==> src/verilog/fpmc_pkg.sv <==
// Shared constants and types for the front-panel mode control block.
// Assumes a single 250 MHz system clock and an APB register port.
package fpmc_pkg;

    // Clock rate and debounce time
    localparam int CLK_MHZ         = 250;
    localparam int DEBOUNCE_US     = 10000;
    localparam int DEBOUNCE_CYCLES = DEBOUNCE_US * CLK_MHZ;

    // Bus and datapath widths
    localparam int ADDR_W  = 16;
    localparam int DATA_W  = 8;
    localparam int APB_AW  = 8;
    localparam int APB_DW  = 32;

    // Register byte offsets
    localparam logic [7:0] OFS_STATUS = 8'h00;
    localparam logic [7:0] OFS_PC     = 8'h04;
    localparam logic [7:0] OFS_LEDS   = 8'h08;
    localparam logic [7:0] OFS_CMD    = 8'h0C;

    // Status register field positions
    localparam int ST_MODE_LSB = 0;
    localparam int ST_FLAG_BIT = 2;
    localparam int ST_BUSY_BIT = 3;
    localparam int ST_RW_BIT   = 4;
    localparam int ST_SW_LSB   = 8;

    // Command register field positions
    localparam int CMD_PRESS_BIT = 0;

    // Reset values
    localparam logic [15:0] PC_RESET   = 16'h0000;
    localparam logic [7:0]  LEDS_RESET = 8'h00;

    // Bit positions in the packed switch vector
    localparam int SW_DATA_LSB = 0;
    localparam int SW_RW_BIT   = 8;
    localparam int SW_RST_BIT  = 9;
    localparam int SW_LOAD_BIT = 10;
    localparam int SW_BTN_BIT  = 11;
    localparam int SW_COUNT    = 12;

    // Operating mode, coded as {reset switch, load switch}
    typedef enum logic [1:0] {
        MODE_LOAD  = 2'b00,
        MODE_CLEAR = 2'b01,
        MODE_WAIT  = 2'b10,
        MODE_RUN   = 2'b11
    } fpmc_mode_t;

    // Panel memory cycle state
    typedef enum logic [1:0] {
        XFER_IDLE = 2'b00,
        XFER_BUSY = 2'b01
    } fpmc_xfer_t;

    // Memory request carried to the core's memory
    typedef struct packed {
        logic        we;
        logic [15:0] addr;
        logic [7:0]  wdata;
    } fpmc_mem_cmd_t;

endpackage

==> src/verilog/fpmc_front_panel.sv <==
// Front-panel mode control: operator switches, mode decode, single-step
// memory load/readback, data and flag LEDs, and an APB register port.
// Assumes the core honours CORE_RESET/CORE_HOLD and that memory answers
// each MEM_REQ with a one-cycle MEM_ACK on the same clock.
`timescale 1ns/10ps

// Function
// - Load mode: one memory cycle per press
// - Clear mode holds reset, clears counter
// - Wait mode freezes core, state kept
// - Run mode lets core execute, resumes
// - Run after reset fetches from zero
// - Write press stores switches, shows, increments
// - Read press shows memory byte, increments
// - Read/write switch up writes, down reads
// - Data LEDs keep last loaded/output byte
// - Flag LED follows core flag always
// - Switch up is one, down zero
module fpmc_front_panel #(
    parameter int unsigned DEBOUNCE_CYC = fpmc_pkg::DEBOUNCE_CYCLES
) (
    // Clock and reset
    input  wire logic                          CLK_SYS,
    input  wire logic                          RST_B,
    // Operator panel
    input  wire logic [fpmc_pkg::DATA_W-1:0]   DATA_SWITCHES,
    input  wire logic                          INPUT_PUSHBUTTON,
    input  wire logic                          READ_WRITE_SELECT_SWITCH,
    input  wire logic                          RESET_MODE_SWITCH,
    input  wire logic                          LOAD_MODE_SWITCH,
    output logic      [fpmc_pkg::DATA_W-1:0]   DATA_LEDS,
    output logic                               FLAG_LED,
    // Processor core
    input  wire logic                          CORE_FLAG,
    input  wire logic                          CORE_OUT_STB,
    input  wire logic [fpmc_pkg::DATA_W-1:0]   CORE_OUT_DATA,
    output logic                               CORE_RESET,
    output logic                               CORE_HOLD,
    // Program memory
    output logic                               MEM_REQ,
    output fpmc_pkg::fpmc_mem_cmd_t            MEM_CMD,
    input  wire logic                          MEM_ACK,
    input  wire logic [fpmc_pkg::DATA_W-1:0]   MEM_RDATA,
    // APB slave
    input  wire logic                          PSEL,
    input  wire logic                          PENABLE,
    input  wire logic                          PWRITE,
    input  wire logic [fpmc_pkg::APB_AW-1:0]   PADDR,
    input  wire logic [fpmc_pkg::APB_DW-1:0]   PWDATA,
    output logic      [fpmc_pkg::APB_DW-1:0]   PRDATA,
    output logic                               PREADY,
    output logic                               PSLVERR
);
    import fpmc_pkg::*;

    localparam int CNT_W = $clog2(DEBOUNCE_CYC + 1);

    ////////////////////////////////////////////////////////////////////////
    // Declarations

    logic                rst_meta_reg;      // Reset release, stage one
    logic                rst_n;             // Synchronised reset, low active
    logic [SW_COUNT-1:0] sw_raw;            // All panel inputs packed
    logic [SW_COUNT-1:0] sw_s1_reg;         // Sync stage one
    logic [SW_COUNT-1:0] sw_s2_reg;         // Sync stage two
    logic [SW_COUNT-1:0] sw_s3_reg;         // Sync stage three
    logic [SW_COUNT-1:0] sw_clean_reg;      // Accepted switch levels
    logic [CNT_W-1:0]    db_cnt_reg;        // Button stable-time counter
    logic                btn_state_reg;     // Debounced button level
    logic                btn_press_reg;     // One pulse per press
    logic                soft_press_reg;    // Press issued over APB
    fpmc_mode_t          mode_reg;          // Decoded operating mode
    fpmc_xfer_t          xfer_reg;          // Panel memory cycle state
    logic [ADDR_W-1:0]   pc_reg;            // Program counter register
    logic                press;             // Any press this cycle
    logic                start;             // Begin a panel memory cycle
    logic                done;              // Panel memory cycle finishes
    logic                apb_setup;         // APB setup phase
    logic                apb_access;        // APB completing edge
    logic                pc_wr;             // Software preset of counter

    ////////////////////////////////////////////////////////////////////////
    // Functions

    // Mode from the two switches; up reads as one
    function automatic fpmc_mode_t to_mode(input logic rst_sw,
                                           input logic load_sw);
        to_mode = fpmc_mode_t'({rst_sw, load_sw});
    endfunction

    // Known register offsets
    function automatic logic reg_known(input logic [APB_AW-1:0] a);
        reg_known = (a == OFS_STATUS) || (a == OFS_PC) ||
                    (a == OFS_LEDS)   || (a == OFS_CMD);
    endfunction

    ////////////////////////////////////////////////////////////////////////
    // Reset release

    // Two flops so every flop leaves reset on the same edge
    always_ff @(posedge CLK_SYS or negedge RST_B) begin
        if (!RST_B) begin
            rst_meta_reg <= 1'b0;
            rst_n        <= 1'b0;
        end else begin
            rst_meta_reg <= 1'b1;
            rst_n        <= rst_meta_reg;
        end
    end

    ////////////////////////////////////////////////////////////////////////
    // Panel input synchronisers

    // Switch up drives one, down drives zero; no inversion anywhere
    assign sw_raw = {INPUT_PUSHBUTTON, LOAD_MODE_SWITCH, RESET_MODE_SWITCH,
                     READ_WRITE_SELECT_SWITCH, DATA_SWITCHES};

    genvar gi;
    generate
        for (gi = 0; gi < SW_COUNT; gi = gi + 1) begin : g_sync
            // Three stages; stage one feeds only stage two
            always_ff @(posedge CLK_SYS or negedge rst_n) begin
                if (!rst_n) begin
                    sw_s1_reg[gi]    <= 1'b0;
                    sw_s2_reg[gi]    <= 1'b0;
                    sw_s3_reg[gi]    <= 1'b0;
                    sw_clean_reg[gi] <= 1'b0;
                end else begin
                    sw_s1_reg[gi] <= sw_raw[gi];
                    sw_s2_reg[gi] <= sw_s1_reg[gi];
                    sw_s3_reg[gi] <= sw_s2_reg[gi];
                    // Accept a change only when two stages agree
                    if (sw_s2_reg[gi] == sw_s3_reg[gi]) begin
                        sw_clean_reg[gi] <= sw_s3_reg[gi];
                    end
                end
            end
        end
    endgenerate

    ////////////////////////////////////////////////////////////////////////
    // Pushbutton debounce

    // Contact bounce is shorter than the stable time, so one press
    // gives one pulse; very fast double taps merge into one press
    always_ff @(posedge CLK_SYS or negedge rst_n) begin
        if (!rst_n) begin
            db_cnt_reg    <= '0;
            btn_state_reg <= 1'b0;
            btn_press_reg <= 1'b0;
        end else begin
            btn_press_reg <= 1'b0;
            if (sw_clean_reg[SW_BTN_BIT] == btn_state_reg) begin
                db_cnt_reg <= '0;                             // Stable
            end else if (db_cnt_reg == CNT_W'(DEBOUNCE_CYC - 1)) begin
                db_cnt_reg    <= '0;
                btn_state_reg <= sw_clean_reg[SW_BTN_BIT];
                btn_press_reg <= sw_clean_reg[SW_BTN_BIT];
            end else begin
                db_cnt_reg <= db_cnt_reg + 1'b1;              // Waiting
            end
        end
    end

    ////////////////////////////////////////////////////////////////////////
    // Mode decode and core control

    // Clear is the safe mode while the panel leaves reset
    always_ff @(posedge CLK_SYS or negedge rst_n) begin
        if (!rst_n) begin
            mode_reg <= MODE_CLEAR;
        end else begin
            mode_reg <= to_mode(sw_clean_reg[SW_RST_BIT],
                                sw_clean_reg[SW_LOAD_BIT]);
        end
    end

    // Reset held in clear; hold in load and wait; free only in run
    always_ff @(posedge CLK_SYS or negedge rst_n) begin
        if (!rst_n) begin
            CORE_RESET <= 1'b1;
            CORE_HOLD  <= 1'b1;
        end else begin
            CORE_RESET <= (mode_reg == MODE_CLEAR);
            // Hold keeps every core state, so run resumes in place
            CORE_HOLD  <= (mode_reg == MODE_LOAD) ||
                          (mode_reg == MODE_WAIT);
        end
    end

    ////////////////////////////////////////////////////////////////////////
    // Panel memory cycle

    assign press = btn_press_reg | soft_press_reg;
    // Presses outside load mode or during a cycle are dropped
    assign start = press && (mode_reg == MODE_LOAD) &&
                   (xfer_reg == XFER_IDLE);
    assign done  = (xfer_reg == XFER_BUSY) && MEM_ACK;

    // One request per accepted press, held until acknowledged
    always_ff @(posedge CLK_SYS or negedge rst_n) begin
        if (!rst_n) begin
            xfer_reg <= XFER_IDLE;
            MEM_REQ  <= 1'b0;
            MEM_CMD  <= '0;
        end else begin
            case (xfer_reg)
                XFER_IDLE: begin
                    if (start) begin
                        xfer_reg      <= XFER_BUSY;
                        MEM_REQ       <= 1'b1;
                        // Switch up writes, down reads
                        MEM_CMD.we    <= sw_clean_reg[SW_RW_BIT];
                        MEM_CMD.addr  <= pc_reg;
                        MEM_CMD.wdata <= sw_clean_reg[SW_DATA_LSB +: DATA_W];
                    end
                end
                XFER_BUSY: begin
                    if (MEM_ACK) begin
                        xfer_reg <= XFER_IDLE;
                        MEM_REQ  <= 1'b0;
                    end
                end
                default: begin
                    xfer_reg <= XFER_IDLE;
                    MEM_REQ  <= 1'b0;
                end
            endcase
        end
    end

    // Counter: clear wins, then the step, then a software preset
    assign pc_wr = apb_access && PWRITE && (PADDR == OFS_PC) &&
                   (mode_reg != MODE_RUN) && (xfer_reg == XFER_IDLE);

    always_ff @(posedge CLK_SYS or negedge rst_n) begin
        if (!rst_n) begin
            pc_reg <= PC_RESET;
        end else if (mode_reg == MODE_CLEAR) begin
            pc_reg <= PC_RESET;
        end else if (done) begin
            pc_reg <= pc_reg + 1'b1;
        end else if (pc_wr) begin
            pc_reg <= PWDATA[ADDR_W-1:0];
        end
    end

    ////////////////////////////////////////////////////////////////////////
    // Indicators

    // Last byte written, read back, or sent out by the program
    always_ff @(posedge CLK_SYS or negedge rst_n) begin
        if (!rst_n) begin
            DATA_LEDS <= LEDS_RESET;
        end else if (done) begin
            DATA_LEDS <= MEM_CMD.we ? MEM_CMD.wdata : MEM_RDATA;
        end else if (CORE_OUT_STB) begin
            DATA_LEDS <= CORE_OUT_DATA;
        end
    end

    // Same clock as the core, so no synchroniser is needed
    always_ff @(posedge CLK_SYS or negedge rst_n) begin
        if (!rst_n) begin
            FLAG_LED <= 1'b0;
        end else begin
            FLAG_LED <= CORE_FLAG;
        end
    end

    ////////////////////////////////////////////////////////////////////////
    // APB slave

    assign apb_setup  = PSEL && !PENABLE;
    assign apb_access = PSEL && PENABLE && PREADY;

    // Answer is prepared in setup so every output is a flop;
    // each access therefore takes exactly one wait-free access cycle
    always_ff @(posedge CLK_SYS or negedge rst_n) begin
        if (!rst_n) begin
            PREADY  <= 1'b0;
            PSLVERR <= 1'b0;
            PRDATA  <= '0;
        end else begin
            PREADY  <= apb_setup;
            PSLVERR <= apb_setup && !reg_known(PADDR);
            PRDATA  <= '0;
            if (apb_setup && !PWRITE) begin
                case (PADDR)
                    OFS_STATUS: begin
                        PRDATA[ST_MODE_LSB +: 2]    <= mode_reg;
                        PRDATA[ST_FLAG_BIT]         <= FLAG_LED;
                        PRDATA[ST_BUSY_BIT]         <= MEM_REQ;
                        PRDATA[ST_RW_BIT]           <= sw_clean_reg[SW_RW_BIT];
                        PRDATA[ST_SW_LSB +: DATA_W] <=
                            sw_clean_reg[SW_DATA_LSB +: DATA_W];
                    end
                    OFS_PC:   PRDATA[ADDR_W-1:0] <= pc_reg;
                    OFS_LEDS: PRDATA[DATA_W-1:0] <= DATA_LEDS;
                    default:  PRDATA <= '0;   // Command and unmapped
                endcase
            end
        end
    end

    // Software press pulse, taken at the completing edge only
    always_ff @(posedge CLK_SYS or negedge rst_n) begin
        if (!rst_n) begin
            soft_press_reg <= 1'b0;
        end else begin
            soft_press_reg <= apb_access && PWRITE && (PADDR == OFS_CMD) &&
                              PWDATA[CMD_PRESS_BIT];
        end
    end

endmodule

==> config.mk <==
export PLATFORM = sky130hd
export DESIGN_NAME = fpmc_front_panel
export DESIGN_NICKNAME = d
export VERILOG_FILES = /design/src/verilog/fpmc_pkg.sv /design/src/verilog/fpmc_front_panel.sv
export SDC_FILE = /design/constraint.sdc
export NUM_CORES = 1
export LEC_CHECK = 0
export BUFFER_PORTS_ARGS = -buffer_cell sky130_fd_sc_hd__buf_2
export CELL_PAD_IN_SITES_DETAIL_PLACEMENT = 1
export CELL_PAD_IN_SITES_GLOBAL_PLACEMENT = 1
export CORE_UTILIZATION = 35
export CTS_CLUSTER_DIAMETER = 80
export DETAILED_ROUTE_END_ITERATION = 7
export PLACE_DENSITY = 0.73
export SLEW_MARGIN = 20
export SYNTH_ARGS = -nofsm -noshare
export SYNTH_HDL_FRONTEND = slang
export SYNTH_SLANG_ARGS = --single-unit
==> constraint.sdc <==
create_clock -name CLK_SYS -period 4.4 [get_ports CLK_SYS]
set_clock_uncertainty 0.2 [all_clocks]
set_input_delay 0.22 -clock CLK_SYS [delete_from_list [all_inputs] [get_ports CLK_SYS]]
set_output_delay 0.22 -clock CLK_SYS [all_outputs]
set_load 0.02 [all_outputs]
==> results.json <==
{
  "synth_top_area_cell": "dfrtp_1",
  "first_pass_iters": 4,
  "holdWs_ns": 0.03038,
  "hold_viol_final": 0,
  "min_period_over_period": 0.6745,
  "slew_headroom": 0.2826,
  "yosysMostFrequentCell": "dfrtp_1",
  "core_area_um2": 17360,
  "critPathMaxStageDelay_ns": 0.74,
  "yosys.area_share.simple": 0.1574,
  "setup_slack_ns": 1.432,
  "io_buffers": 114,
  "synth_compound_area_frac": 0.07140,
  "critPathSlowestCell": "nand2_1",
  "dpl.hpwl_mm": 11.16,
  "seq_area_frac_synth": 0.5926,
  "clk_pin_slew_ns": 0.06,
  "synthFlopType": "dfrtp_1",
  "io-pin-count": 147,
  "cp_num_buf_inv": 1,
  "critical_path_class": "reg -> reg",
  "synth-async-reset-ratio": 1.000,
  "utilization": 0.4652,
  "antenna_found_initial": 0,
  "diodes": 0,
  "synth_area_per_cell_um2": 12.01,
  "synth-edff-count": 0,
  "finalInstanceArea_um2": 8074,
  "multiInputGateArea_um2": 2330,
  "grt_pass1_vias": 5061,
  "period_needed_ns": 2.968,
  "via_count": 4723,
  "muxShareOfSynthArea": 0.08860,
  "hp-class": "in -> reg",
  "synth-adder-area-share": 0.02320,
  "dp.cells": 837,
  "yosysWarnings": 0,
  "die-height_um": 135.7,
  "maxCapViolCount": 0,
  "max_freq_ghz": 0.3370,
  "crit_path_cell_trace": "nand2_1, a211oi_1, a21oi_1, dlygate4sd3_1",
  "synth-xor-area-share": 0.02100,
  "status": "completed",
  "cts_root_buffer": "clkbuf_16",
  "final_cells": 920,
  "clock_latency_ns": 0.43,
  "powerDensity_nw_per_um2": 396.2,
  "worst_setup_path_end_kind": "flop",
  "rsz0062_at_grt": "false",
  "syn_area_um2": 6256,
  "synth_area_leaders": "dfrtp_1, mux2_2, mux2i_1, nor2_1, nand3_1",
  "cp.arrival_ns": 3.06,
  "via_per_inst": 5.134,
  "synth_cell_types": 57,
  "cts_tree": "yes",
  "p_leak_nw": 3.821,
  "htreeDepth": 4,
  "numCtsBuffers": 17,
  "finalSetupViolations": 0,
  "gp_congestion": 0.8253,
  "grt_pass1_wl_mm": 27.37,
  "placedInstanceArea_um2": 6942,
  "crit_path_start_kind": "flop",
  "regArea_um2": 3711,
  "die_w_um": 135.7,
  "die-area_um2": 18410,
  "report.final.slew_viol_count": 0,
  "grt_max_degree": 78,
  "power_mw": 3.199,
  "pre_cts_ws_ns": 1.885,
  "clock_sinks": 148,
  "fin_nets": 760,
  "grt_usage": 0.1998,
  "initial_utilization": 0.3604,
  "netlist_instances": 521,
  "vdd_drop_max_mv": 0.3040,
  "clockBufferDepth": 2,
  "rows": 48,
  "fillCellCount": 1887,
  "worstMarginPinSlew_ns": 1.073,
  "critPathMaxFanout": 30,
  "critPathTopFamily": "simple AND/OR/NAND/NOR gates",
  "ant_nets": 0,
  "wl_mm": 17.27,
  "finalSetupTns_ns": 0,
  "largest_reg_flops": 25,
  "synth_top_area_share": 0.5800,
  "drt_iter0_drc": 221,
  "synth_top_family_by_area": "simple AND/OR/NAND/NOR gates",
  "drive_gt1_frac": 0.2763,
  "wire_per_inst_um": 18.78,
  "drc": 0,
  "worstPathRequired_ns": 4.50,
  "synth_seq_cells": 148,
  "ys_top_cells_by_count": "dfrtp_1, nor2_1, mux2_2, nand3_1, mux2i_1",
  "grt-ovfl-total": 0,
  "area_growth_pct": 29.06
}
-- tightest hold or removal path, delay by kind of cell --
| kind | cells | cell delay, ns |
|---|---|---|
| buf+inv | 1 | 0.11 |
| simple gates | 2 | 0.13 |
| mux | 1 | 0.14 |
-- final timing paths --
kind,start,to,slack [ns],cells after the start
setup reg to reg,MEM_REQ,DATA_LEDS[5],1.43,4
setup / recovery,MEM_REQ,DATA_LEDS[5],1.43,4
min in group asynchronous,rst_n,sw_s1_reg[4],0.28,0
hold reg to reg,sw_s1_reg[3],sw_s2_reg[3],0.14,0
hold / removal,PWDATA[13],pc_reg[13],0.03,4
max in group asynchronous,rst_n,CORE_RESET,2.64,1
-- per-layer routing --
metal  GRT usage  vias to the layer above  wire (um)
li1            -                     2155          -
met1      0.2334                     2400       7147
met2      0.3447                      137       8871
met3     0.04415                       31        762
met4     0.09863                        0        491
met5           0                        -          0
-- cell usage in the layout, fill, tap and decap left out, types with 3 or more instances in the layout --
cell and instances:
a211oi_1 12, o31ai_1 5, dfstp_2 3, o21ai_0 5, and2_1 6, bufinv_16 4, nand2_1 23, xor2_1 8
xnor2_1 7, inv_1 5, dfrtp_1 144, o211ai_1 4, and4_1 4, or2_2 4, or4_1 7, nor2_1 43
nor2b_1 11, nor4_1 4, mux2_2 27, nor3_1 5, clkbuf_1 4, mux2i_1 25, a21oi_1 23, a2bb2oi_1 3
conb_1 17, buf_2 114, a22oi_1 3, buf_4 4, nand3_1 26, and3_1 7, maj3_1 12, nand4_1 15
dlygate4sd3_1 51, a31oi_1 7, clkbuf_16 17
-- cell families (layout without fill, tap and decap cells) --
kind of cell             after synthesis  after routing
AO/OA/AOI/OAI                         69             69
adder cells (fa/ha/maj)               14             14
multiplexers                          52             52
flip-flops                           148            148
AND/OR/NAND/NOR                      174            174
XOR/XNOR                              15             15
buffers and inverters                 47            206
other                                  2             17
-- where the power goes --
| group | leakage, nW | switching (mW) | internal [mW] | total, mW |
|---|---|---|---|---|
| Combinational | 1.61 | 0.110 | 0.0928 | 0.203 |
| Clock | 0.297 | 0.560 | 0.978 | 1.54 |
| Sequential | 1.91 | 0.0478 | 1.41 | 1.46 |
-- timing repair --
item,CTS,global route
gates resized for setup,0,0
hold buffers,51,0
hold endpoints to repair,42,0
buffers inserted,0,0
-- final cells by class --
| type | count | area share |
|---|---|---|
| inverters | 5 | 0.002325 |
| repair buffers | 169 | 0.1376 |
| clock buffers | 23 | 0.05796 |
| flip-flops and latches | 148 | 0.4596 |
| clock inverters | 9 | 0.01906 |
| multi-input cells | 341 | 0.2885 |
| well taps | 225 | 0.03487 |
Note: power is estimated with default switching activity, not from simulation.
